[src/core/usu_pkg.sv]
// Operation
// - a data register write in a shift cycle keeps the written value, no shift
// - output pin follows data bit 7 via latch, half-cycle open on external clock
// - with outputs disabled, data and clock inputs still shift and count
// - two-wire mode sets start flag on each detected start condition
// - modes 00/01, external clock, strobe bit zero: any clock edge sets start flag
// - start flag clears only by writing one; clearing frees the start clock hold
// - start interrupt while start flag, its enable and global enable are set
// - two-wire start detection works without clock so it can wake from any sleep
// - overflow flag set on 15 to 0 wrap; interrupt with its enables set
// - overflow flag clears only by writing one; clearing frees overflow clock hold
// - overflow interrupt can wake the processor from idle
// - two-wire stop condition sets stop flag, cleared by writing one, no interrupt
// - collision bit is one while data bit 7 differs from data pin level
// - status bits 3..0 show the counter, readable and writable by software
// - counter steps once per clock from edge detector, timer overflow or strobe
// - external clock with clock strobe written one: toggle strobe clocks counter
// - counter clocked from the pin counts both rising and falling edges
// - after start, slave holds clock low from master's falling edge until flag clear
// - two-wire slave samples data into the register on clock rising edge
// - after eight bits counter overflows and clock is held low until released
// - wire mode 00 disables outputs and hold, clock edges still set start flag; 01 three-wire; 10 two-wire
// - two-wire: data line pulled low when register output or port bit is zero
package usu_pkg;

  // ----------------------------------------------------------------
  // register map
  // ----------------------------------------------------------------
  localparam int unsigned    USU_AW        = 4;
  localparam logic [3:0]     USU_OFS_DATA  = 4'h0;
  localparam logic [3:0]     USU_OFS_STAT  = 4'h4;
  localparam logic [3:0]     USU_OFS_CTRL  = 4'h8;
  localparam logic [7:0]     USU_DATA_RST  = 8'h00;
  localparam logic [3:0]     USU_CNT_RST   = 4'h0;
  localparam logic [3:0]     USU_CNT_MAX   = 4'hf;

  // status bit positions
  localparam int unsigned    ST_START      = 7;
  localparam int unsigned    ST_OVF        = 6;
  localparam int unsigned    ST_STOP       = 5;
  localparam int unsigned    ST_COLL       = 4;
  localparam int unsigned    ST_CNT_HI     = 3;

  // control bit positions
  localparam int unsigned    CT_SIE        = 7;
  localparam int unsigned    CT_OIE        = 6;
  localparam int unsigned    CT_WM_HI      = 5;
  localparam int unsigned    CT_WM_LO      = 4;
  localparam int unsigned    CT_CS_HI      = 3;
  localparam int unsigned    CT_CS_LO      = 2;
  localparam int unsigned    CT_CLK        = 1;
  localparam int unsigned    CT_TC         = 0;

  localparam int unsigned    SHIFT_MSB     = 7;
  localparam int unsigned    SYNC_STAGES   = 3;

  // ----------------------------------------------------------------
  // modes
  // ----------------------------------------------------------------
  localparam logic [1:0]     WM_OFF        = 2'h0;
  localparam logic [1:0]     WM_THREE      = 2'h1;
  localparam logic [1:0]     WM_TWO        = 2'h2;
  localparam logic [1:0]     CS_SOFT       = 2'h0;
  localparam logic [1:0]     CS_TIMER      = 2'h1;
  localparam logic [1:0]     CS_EXT_POS    = 2'h2;
  localparam logic [1:0]     CS_EXT_NEG    = 2'h3;

  typedef struct packed {
    logic       sie;
    logic       oie;
    logic [1:0] wm;
    logic [1:0] cs;
  } usu_ctrl_t;

  localparam usu_ctrl_t      USU_CTRL_RST  = '{sie: 1'b0, oie: 1'b0, wm: WM_OFF, cs: CS_SOFT};

  typedef struct packed {
    logic out;
    logic oe;
  } usu_pin_t;

  localparam usu_pin_t       USU_PIN_RST   = '{out: 1'b0, oe: 1'b0};

endpackage

[src/core/usu_core.sv]
// Implementation choices: the register offsets and the APB interface to the registers.
`timescale 1ns/100ps
module usu_core
  import usu_pkg::*;
(
  input  wire logic              clk,
  input  wire logic              reset,
  input  wire logic              psel,
  input  wire logic              penable,
  input  wire logic              pwrite,
  input  wire logic [USU_AW-1:0] paddr,
  input  wire logic [31:0]       pwdata,
  output logic      [31:0]       prdata,
  output logic                   pready,
  output logic                   pslverr,
  input  wire logic              serial_data_input_pin,
  input  wire logic              serial_clock_pin,
  input  wire logic              port_data_bit,
  input  wire logic              ddr_data_bit,
  input  wire logic              port_clock_bit,
  input  wire logic              ddr_clock_bit,
  input  wire logic              ddr_do_bit,
  input  wire logic              timer0_overflow,
  input  wire logic              global_int_enable,
  output usu_pin_t               data_out_pin,
  output usu_pin_t               sda_pin,
  output usu_pin_t               scl_pin,
  output logic                   port_clock_toggle,
  output logic                   start_irq,
  output logic                   overflow_irq,
  output logic                   wake_any,
  output logic                   wake_idle
);

  // ----------------------------------------------------------------
  // apb slave
  // ----------------------------------------------------------------
  logic        acc;
  logic        mapped;
  logic        data_wr;
  logic        stat_wr;
  logic        ctrl_wr;
  logic [31:0] prdata_r;
  logic [31:0] rd_nxt;

  assign mapped  = (paddr == USU_OFS_DATA) || (paddr == USU_OFS_STAT) || (paddr == USU_OFS_CTRL);
  assign acc     = psel && penable;
  assign pready  = acc;
  assign pslverr = acc && !mapped;
  assign prdata  = prdata_r;
  assign data_wr = acc && pwrite && (paddr == USU_OFS_DATA);
  assign stat_wr = acc && pwrite && (paddr == USU_OFS_STAT);
  assign ctrl_wr = acc && pwrite && (paddr == USU_OFS_CTRL);

  // ----------------------------------------------------------------
  // pin synchronisers, index 0 data line, index 1 clock line
  // ----------------------------------------------------------------
  logic [1:0] pin_raw;
  logic [1:0] pin_lvl;
  logic [1:0] pin_rise;
  logic [1:0] pin_fall;

  assign pin_raw = {serial_clock_pin, serial_data_input_pin};

  genvar gi;
  generate
    for (gi = 0; gi < 2; gi++) begin : g_sync
      logic [SYNC_STAGES-1:0] sync_r;
      logic                   agree;
      logic                   flt_r;
      // lines idle high: a zero here would fake a falling edge after reset
      always_ff @(posedge clk or posedge reset) begin
        if (reset) begin
          sync_r <= '1;
        end else begin
          sync_r <= {sync_r[SYNC_STAGES-2:0], pin_raw[gi]};
        end
      end
      // only stages two and three are compared; stage one may be metastable
      assign agree        = (sync_r[1] == sync_r[2]);
      assign pin_rise[gi] = agree && sync_r[1] && !flt_r;
      assign pin_fall[gi] = agree && !sync_r[1] && flt_r;
      assign pin_lvl[gi]  = flt_r;
      always_ff @(posedge clk or posedge reset) begin
        if (reset) begin
          flt_r <= 1'b1;
        end else if (agree) begin
          flt_r <= sync_r[1];
        end
      end
    end
  endgenerate

  logic sda_lvl;
  logic scl_lvl;
  logic sda_rise;
  logic sda_fall;
  logic scl_rise;
  logic scl_fall;

  assign sda_lvl  = pin_lvl[0];
  assign scl_lvl  = pin_lvl[1];
  assign sda_rise = pin_rise[0];
  assign sda_fall = pin_fall[0];
  assign scl_rise = pin_rise[1];
  assign scl_fall = pin_fall[1];

  // ----------------------------------------------------------------
  // control register and strobes
  // ----------------------------------------------------------------
  usu_ctrl_t  ctrl_r;
  logic       clk_mode_r;
  logic [1:0] cs_now;
  logic       clk_mode_now;
  logic       strobe_clk;
  logic       strobe_tc;
  logic       two_wire;

  always_ff @(posedge clk or posedge reset) begin
    if (reset) begin
      ctrl_r     <= USU_CTRL_RST;
      clk_mode_r <= 1'b0;
    end else if (ctrl_wr) begin
      ctrl_r     <= '{sie: pwdata[CT_SIE], oie: pwdata[CT_OIE], wm: pwdata[CT_WM_HI:CT_WM_LO],
                      cs: pwdata[CT_CS_HI:CT_CS_LO]};
      clk_mode_r <= pwdata[CT_CLK];
    end
  end

  // a control write clocks with the clock settings it carries; wire mode applies next cycle
  assign cs_now       = ctrl_wr ? pwdata[CT_CS_HI:CT_CS_LO] : ctrl_r.cs;
  assign clk_mode_now = ctrl_wr ? pwdata[CT_CLK] : clk_mode_r;
  assign strobe_clk   = ctrl_wr && pwdata[CT_CLK];
  assign strobe_tc    = ctrl_wr && pwdata[CT_TC];
  assign two_wire     = (ctrl_r.wm == WM_TWO);

  always_ff @(posedge clk or posedge reset) begin
    if (reset) begin
      port_clock_toggle <= 1'b0;
    end else begin
      port_clock_toggle <= strobe_tc;
    end
  end

  // ----------------------------------------------------------------
  // clock source selection
  // ----------------------------------------------------------------
  logic shift_tick;
  logic count_tick;

  always_comb begin
    case (cs_now)
      CS_SOFT:    shift_tick = strobe_clk;
      CS_TIMER:   shift_tick = timer0_overflow;
      CS_EXT_POS: shift_tick = scl_rise;
      CS_EXT_NEG: shift_tick = scl_fall;
      default:    shift_tick = 1'b0;
    endcase
  end

  always_comb begin
    if (!cs_now[1]) begin
      count_tick = shift_tick;
    end else if (clk_mode_now) begin
      count_tick = strobe_tc;
    end else begin
      count_tick = scl_rise || scl_fall;
    end
  end

  // ----------------------------------------------------------------
  // shift register and counter
  // ----------------------------------------------------------------
  logic [7:0] data_r;
  logic [3:0] cnt_r;
  logic       ovf_set;

  always_ff @(posedge clk or posedge reset) begin
    if (reset) begin
      data_r <= USU_DATA_RST;
    end else if (data_wr) begin
      data_r <= pwdata[7:0];
    end else if (shift_tick) begin
      data_r <= {data_r[SHIFT_MSB-1:0], sda_lvl};
    end
  end

  always_ff @(posedge clk or posedge reset) begin
    if (reset) begin
      cnt_r <= USU_CNT_RST;
    end else if (stat_wr) begin
      cnt_r <= pwdata[ST_CNT_HI:0];
    end else if (count_tick) begin
      cnt_r <= cnt_r + 4'h1;
    end
  end

  // a counter write in the same cycle suppresses the step and its wrap
  assign ovf_set = count_tick && !stat_wr && (cnt_r == USU_CNT_MAX);

  // ----------------------------------------------------------------
  // start and stop detection, flags
  // ----------------------------------------------------------------
  logic start_flag_r;
  logic ovf_flag_r;
  logic stop_flag_r;
  logic start_set;
  logic stop_set;
  logic start_clr;
  logic ovf_clr;
  logic stop_clr;

  // filtered levels share latency, so data changes are judged against a settled clock
  assign start_set = (two_wire && sda_fall && scl_lvl)
                     || (!two_wire && ctrl_r.cs[1] && !clk_mode_r && (scl_rise || scl_fall));
  assign stop_set  = two_wire && sda_rise && scl_lvl;
  assign start_clr = stat_wr && pwdata[ST_START];
  assign ovf_clr   = stat_wr && pwdata[ST_OVF];
  assign stop_clr  = stat_wr && pwdata[ST_STOP];

  // set wins over a clear in the same cycle
  always_ff @(posedge clk or posedge reset) begin
    if (reset) begin
      start_flag_r <= 1'b0;
    end else begin
      start_flag_r <= start_set || (start_flag_r && !start_clr);
    end
  end

  always_ff @(posedge clk or posedge reset) begin
    if (reset) begin
      ovf_flag_r <= 1'b0;
    end else begin
      ovf_flag_r <= ovf_set || (ovf_flag_r && !ovf_clr);
    end
  end

  always_ff @(posedge clk or posedge reset) begin
    if (reset) begin
      stop_flag_r <= 1'b0;
    end else begin
      stop_flag_r <= stop_set || (stop_flag_r && !stop_clr);
    end
  end

  // ----------------------------------------------------------------
  // clock hold
  // ----------------------------------------------------------------
  logic start_hold_r;

  always_ff @(posedge clk or posedge reset) begin
    if (reset) begin
      start_hold_r <= 1'b0;
    end else if (!two_wire || !start_flag_r) begin
      start_hold_r <= 1'b0;
    end else if (scl_fall) begin
      start_hold_r <= 1'b1;
    end
  end

  // ----------------------------------------------------------------
  // output latch and pin drivers
  // ----------------------------------------------------------------
  logic out_hold_r;
  logic latch_open;
  logic latch_bit;

  // open in the half of the cycle before the shifting edge
  assign latch_open = !ctrl_r.cs[1] || (scl_lvl == ctrl_r.cs[0]);
  assign latch_bit  = latch_open ? data_r[SHIFT_MSB] : out_hold_r;

  always_ff @(posedge clk or posedge reset) begin
    if (reset) begin
      out_hold_r <= 1'b0;
    end else begin
      out_hold_r <= latch_bit;
    end
  end

  // pins are registered: one cycle from cause to pad
  always_ff @(posedge clk or posedge reset) begin
    if (reset) begin
      data_out_pin <= USU_PIN_RST;
      sda_pin      <= USU_PIN_RST;
      scl_pin      <= USU_PIN_RST;
    end else begin
      data_out_pin <= '{out: latch_bit, oe: (ctrl_r.wm == WM_THREE) && ddr_do_bit};
      sda_pin      <= '{out: 1'b0, oe: two_wire && ddr_data_bit && (!latch_bit || !port_data_bit)};
      scl_pin      <= '{out: 1'b0, oe: two_wire && ddr_clock_bit &&
                        (!port_clock_bit || start_hold_r || ovf_flag_r)};
    end
  end

  // ----------------------------------------------------------------
  // interrupts and wake
  // ----------------------------------------------------------------
  assign start_irq    = start_flag_r && ctrl_r.sie && global_int_enable;
  assign overflow_irq = ovf_flag_r && ctrl_r.oie && global_int_enable;
  assign wake_idle    = overflow_irq;
  // raw pins, no clock needed: lets a stopped oscillator be restarted
  assign wake_any     = start_irq || (two_wire && ctrl_r.sie && global_int_enable
                        && serial_clock_pin && !serial_data_input_pin);

  // ----------------------------------------------------------------
  // register read
  // ----------------------------------------------------------------
  logic [7:0] status_v;

  assign status_v = {start_flag_r, ovf_flag_r, stop_flag_r,
                     data_r[SHIFT_MSB] ^ sda_lvl, cnt_r};

  always_comb begin
    rd_nxt = '0;
    case (paddr)
      USU_OFS_DATA: rd_nxt[7:0] = data_r;
      USU_OFS_STAT: rd_nxt[7:0] = status_v;
      USU_OFS_CTRL: rd_nxt[7:0] = {ctrl_r.sie, ctrl_r.oie, ctrl_r.wm, ctrl_r.cs, 2'b00};
      default:      rd_nxt      = '0;
    endcase
  end

  // captured in the setup cycle; status can move on one cycle before pready
  always_ff @(posedge clk or posedge reset) begin
    if (reset) begin
      prdata_r <= '0;
    end else if (psel && !penable) begin
      prdata_r <= rd_nxt;
    end
  end
endmodule

[config.mk]
export PLATFORM = sky130hd
export DESIGN_NAME = usu_core
export DESIGN_NICKNAME = d
export VERILOG_FILES = /design/src/core/usu_pkg.sv /design/src/core/usu_core.sv
export SDC_FILE = /design/constraint.sdc
export NUM_CORES = 1
export LEC_CHECK = 0
export ABC_AREA = 1
export BUFFER_PORTS_ARGS = -buffer_cell sky130_fd_sc_hd__buf_2
export CAP_MARGIN = 5
export CORE_UTILIZATION = 30
export DETAILED_ROUTE_END_ITERATION = 16
export SYNTH_ARGS = -nofsm -noshare
export SYNTH_HDL_FRONTEND = slang
export SYNTH_SLANG_ARGS = --single-unit
export TNS_END_PERCENT = 10
[constraint.sdc]
create_clock -name clk -period 2 [get_ports clk]
set_input_delay 0.6 -clock clk [delete_from_list [all_inputs] [get_ports clk]]
set_output_delay 0.6 -clock clk [all_outputs]
set_load 0.01 [all_outputs]
==> summary by stage <==
Placement
In this run the cell area measured after placement is 2860 um2. During placement, the flow inserted port buffers numbering 44. At the end of routability-driven placement, the weighted congestion stood at 0.8351. The post-detailed-placement half-perimeter wirelength is 4422 um.

Die
The die covers 8979 um2. The floorplan has 33 rows. The die extent in y is 94.76 um. The die outline width is 94.76 um. The core region is 8258 um2. The I/O pin count is 95. The initial standard-cell utilization of the core is 31.26%.

Critical path
The signal arrival time at the worst endpoint is about 1.3 ns. The critical path endpoint category is an output port. STA puts the critical path data required time at 1.40 ns. The top fanout value on the critical path is 4.

The startpoint kind of the worst setup timing path is an input port. By startpoint and endpoint, the worst setup path is classified as input port to output port.

Route
The residual DRC count is 0. The per-cell routed wire length is 12.06 um. The final wirelength is 5679 um. Across all layers, the routed design uses 2,069 vias.

The violation count after the first detailed-route iteration is 109. The pre-antenna-repair detailed-routing pass consisted of 4 iterations. The remaining antenna violation count after routing is 0.

The per-cell via count in the routed design is 4.393.

Yosys
For this run, the leading register cell type out of synthesis is sky130_fd_sc_hd__dfrtp_1. Yosys mapped the design onto 31 distinct sky130hd cell types. The proportion of synthesized chip area in sequential cells is a little over two fifths.

During synthesis, Yosys emitted a total of 0 warnings. The share of async-settable or async-resettable flops after synthesis is 100.0%. The synthesized design contains 44 register bits. The cell count after synthesis came out at 313.

The cell area that synthesis handed to floorplanning was 2581 um2. The synthesized design contains 0 enable-type register cells. The synthesized area per cell is 8.247 um2.

Clocking
The number of resized instances in the post-cts repair step is 0. The cts-stage hold buffer count is 0. The worst-skew pair later-pin latency is 0.29 ns. TritonCTS built the clock tree. The TritonCTS buffer count is 5. The number of setup buffers added after CTS is 0. The number of levels the H-tree was split into is 2. CTS saw 44 sinks. The longest clock path from root to sink contains 2 buffers.

The clock-pin slew reported for the worst setup and hold paths after clock tree synthesis is around 0.090 ns. The buffer type at the clock tree root is sky130_fd_sc_hd__clkbuf_8.

Layout
The fill cell instance count of the final layout is 856. The ratio of cells with drive above 1 in the final layout is between 20% and 30%. The area growth from synthesis to layout is 14.30%. The post-route cell area is 2950 um2. The number of antenna diodes in the final layout is 0. The number of nets in the finished design is 420.

GRT
The via count of the first global-routing pass is 2,068. Global routing used 14.08% of the available tracks across all layers. The total global routing overflow is 0. The first global-routing pass estimated 9715 um of wire. The number of antenna violations at the first check in global routing is 0. The largest net degree at the start of global routing is 45.

Power
The power density over the cells is 833.8 nW/um2. The leakage power of the design is 1.579 nW. VDD sags by at most 299.4 uV.

Timing
The summed negative setup slack over all endpoints is 0 ns. Setup repair after global routing left no endpoint under its margin. Setup violations remaining at the end of the flow were counted as 0. The highest clock frequency the design can meet is 530.4 MHz. The minimum clock period is 1.885 ns. For the final database, setup skew stands at between 0.01 and 0.015 ns. Of the available clock period, the critical path in the final layout requires 94.27%. The final number of hold-violating endpoints came to 0. The number of max-slew violations in the final report is 0.

Min path
The class of the worst hold path is input port to asynchronous set/reset pin.

Flow run
The number of violations of the max-capacitance limit is 0.

Status
The run finished with clean final reports.
[cell type report]
class | count | area, um2 | area share [%]
well taps | 105 | 131.4 | 4.453
clock buffers | 8 | 90.09 | 3.053
repair buffers | 53 | 300.3 | 10.18
multi-input cells | 222 | 1171 | 39.69
inverters | 39 | 146.4 | 4.962
flip-flops and latches | 44 | 1111 | 37.66
[metal layers]
layer | global-route usage [%] | vias to the layer above | routed length (um)
li1 | - | 1042 | -
met1 | 19.39 | 967 | 2827
met4 | 3.662 | 0 | 34
met3 | 2.899 | 4 | 261
met5 | 0 | - | 0
met2 | 22.42 | 56 | 2556
[cell families (layout without fill, tap and decap cells)]
group | after synthesis | count (layout) | share of synthesized area, %
other | 1 | 26 | 0.1453
XOR/XNOR | 3 | 3 | 1.018
adder cells (fa/ha/maj) | 5 | 5 | 2.424
AND/OR/NAND/NOR | 142 | 142 | 28.45
buffers and inverters | 72 | 100 | 15.22
AO/OA/AOI/OAI | 45 | 45 | 9.259
multiplexers | 1 | 1 | 0.4362
flip-flops | 44 | 44 | 43.04
[worst paths after layout]
| path | slack, ns | cells after the start | end | start |
|---|---|---|---|---|
| worst max register to register | 0.38 | 10 | cnt_r[3] | g_sync[1].sync_r[1] |
| max in group asynchronous | 1.37 | 3 | g_sync[0].flt_r | reset |
| worst min-delay path | 0.34 | 3 | data_out_pin[1] | reset |
| worst min register to register | 0.35 | 0 | g_sync[1].sync_r[1] | g_sync[1].sync_r[0] |
| min in group clk | 0.35 | 0 | g_sync[1].sync_r[1] | g_sync[1].sync_r[0] |
| worst max-delay path | 0.11 | 6 | pslverr | paddr[1] |
[layout by cell type, fill, tap and decap left out, drive strengths merged]
cell type	netlist	layout
a211oi	1	1
a21oi	8	8
a221oi	1	1
a22o	1	1
a31oi	1	1
buf	32	53
clkbuf	1	8
conb	1	26
dfrtp	36	36
dfstp	8	8
ha	5	5
inv	39	39
mux2	1	1
nand2	92	92
nand3	31	31
nand3b	1	1
nand4	2	2
nor2	16	16
o21ai	31	31
o22ai	2	2
xnor2	1	1
xor2	2	2
[flip-flops by register name, indices dropped and copies added, names as in the netlist, 2 cells and up]
register and flops:
data_r 8, prdata 8, ctrl_r 6, g_sync.sync_r 6
cnt_r 4, data_out_pin 2, g_sync.flt_r 2
[where the power goes]
part	internal, mW	switching [mW]
logic	0.263	0.388
registers	1.07	0.164
clock network	0.282	0.289
[metrics by stage]
stage	power [mW]	instances	hold slack, ns	setup slack, ns	util, %
final	2.460	471	0.3418	0.1147	35.73
after global routing	2.653	471	0.3649	0.02965	35.73
after CTS	2.478	471	0.3595	0.1009	35.73
after detailed placement	1.906	463	0.3497	0.05443	34.64
after global placement	1.881	463	0.3478	0.07331	34.64
after floorplan	1.738	338	0.3452	0.3542	-
[cell usage after synthesis, types with 3 or more instances]
cell type	instances	area, um2
sky130_fd_sc_hd__nand2_1	79	296.5
sky130_fd_sc_hd__nor2_1	9	33.78
sky130_fd_sc_hd__dfstp_2	8	210.2
sky130_fd_sc_hd__o21ai_0	31	155.2
sky130_fd_sc_hd__dfrtp_1	36	900.9
sky130_fd_sc_hd__inv_1	35	131.4
sky130_fd_sc_hd__nor2_4	6	67.56
sky130_fd_sc_hd__nand3_1	26	130.1
sky130_fd_sc_hd__nand3_2	3	30.03
sky130_fd_sc_hd__inv_2	4	15.01
sky130_fd_sc_hd__a21oi_1	8	40.04
sky130_fd_sc_hd__nand2_4	4	45.04
sky130_fd_sc_hd__ha_1	5	62.56
sky130_fd_sc_hd__buf_4	28	210.2
sky130_fd_sc_hd__nand2_2	9	56.30
[critical path, stage by stage]
cell and delay [ns]:
sky130_fd_sc_hd__buf_2 0.12, sky130_fd_sc_hd__nor2_4 0.20, sky130_fd_sc_hd__nand2_2 0.11, sky130_fd_sc_hd__nand3_1 0.09, sky130_fd_sc_hd__inv_1 0.04, sky130_fd_sc_hd__buf_2 0.13
Note: power is estimated with default switching activity, not from simulation.
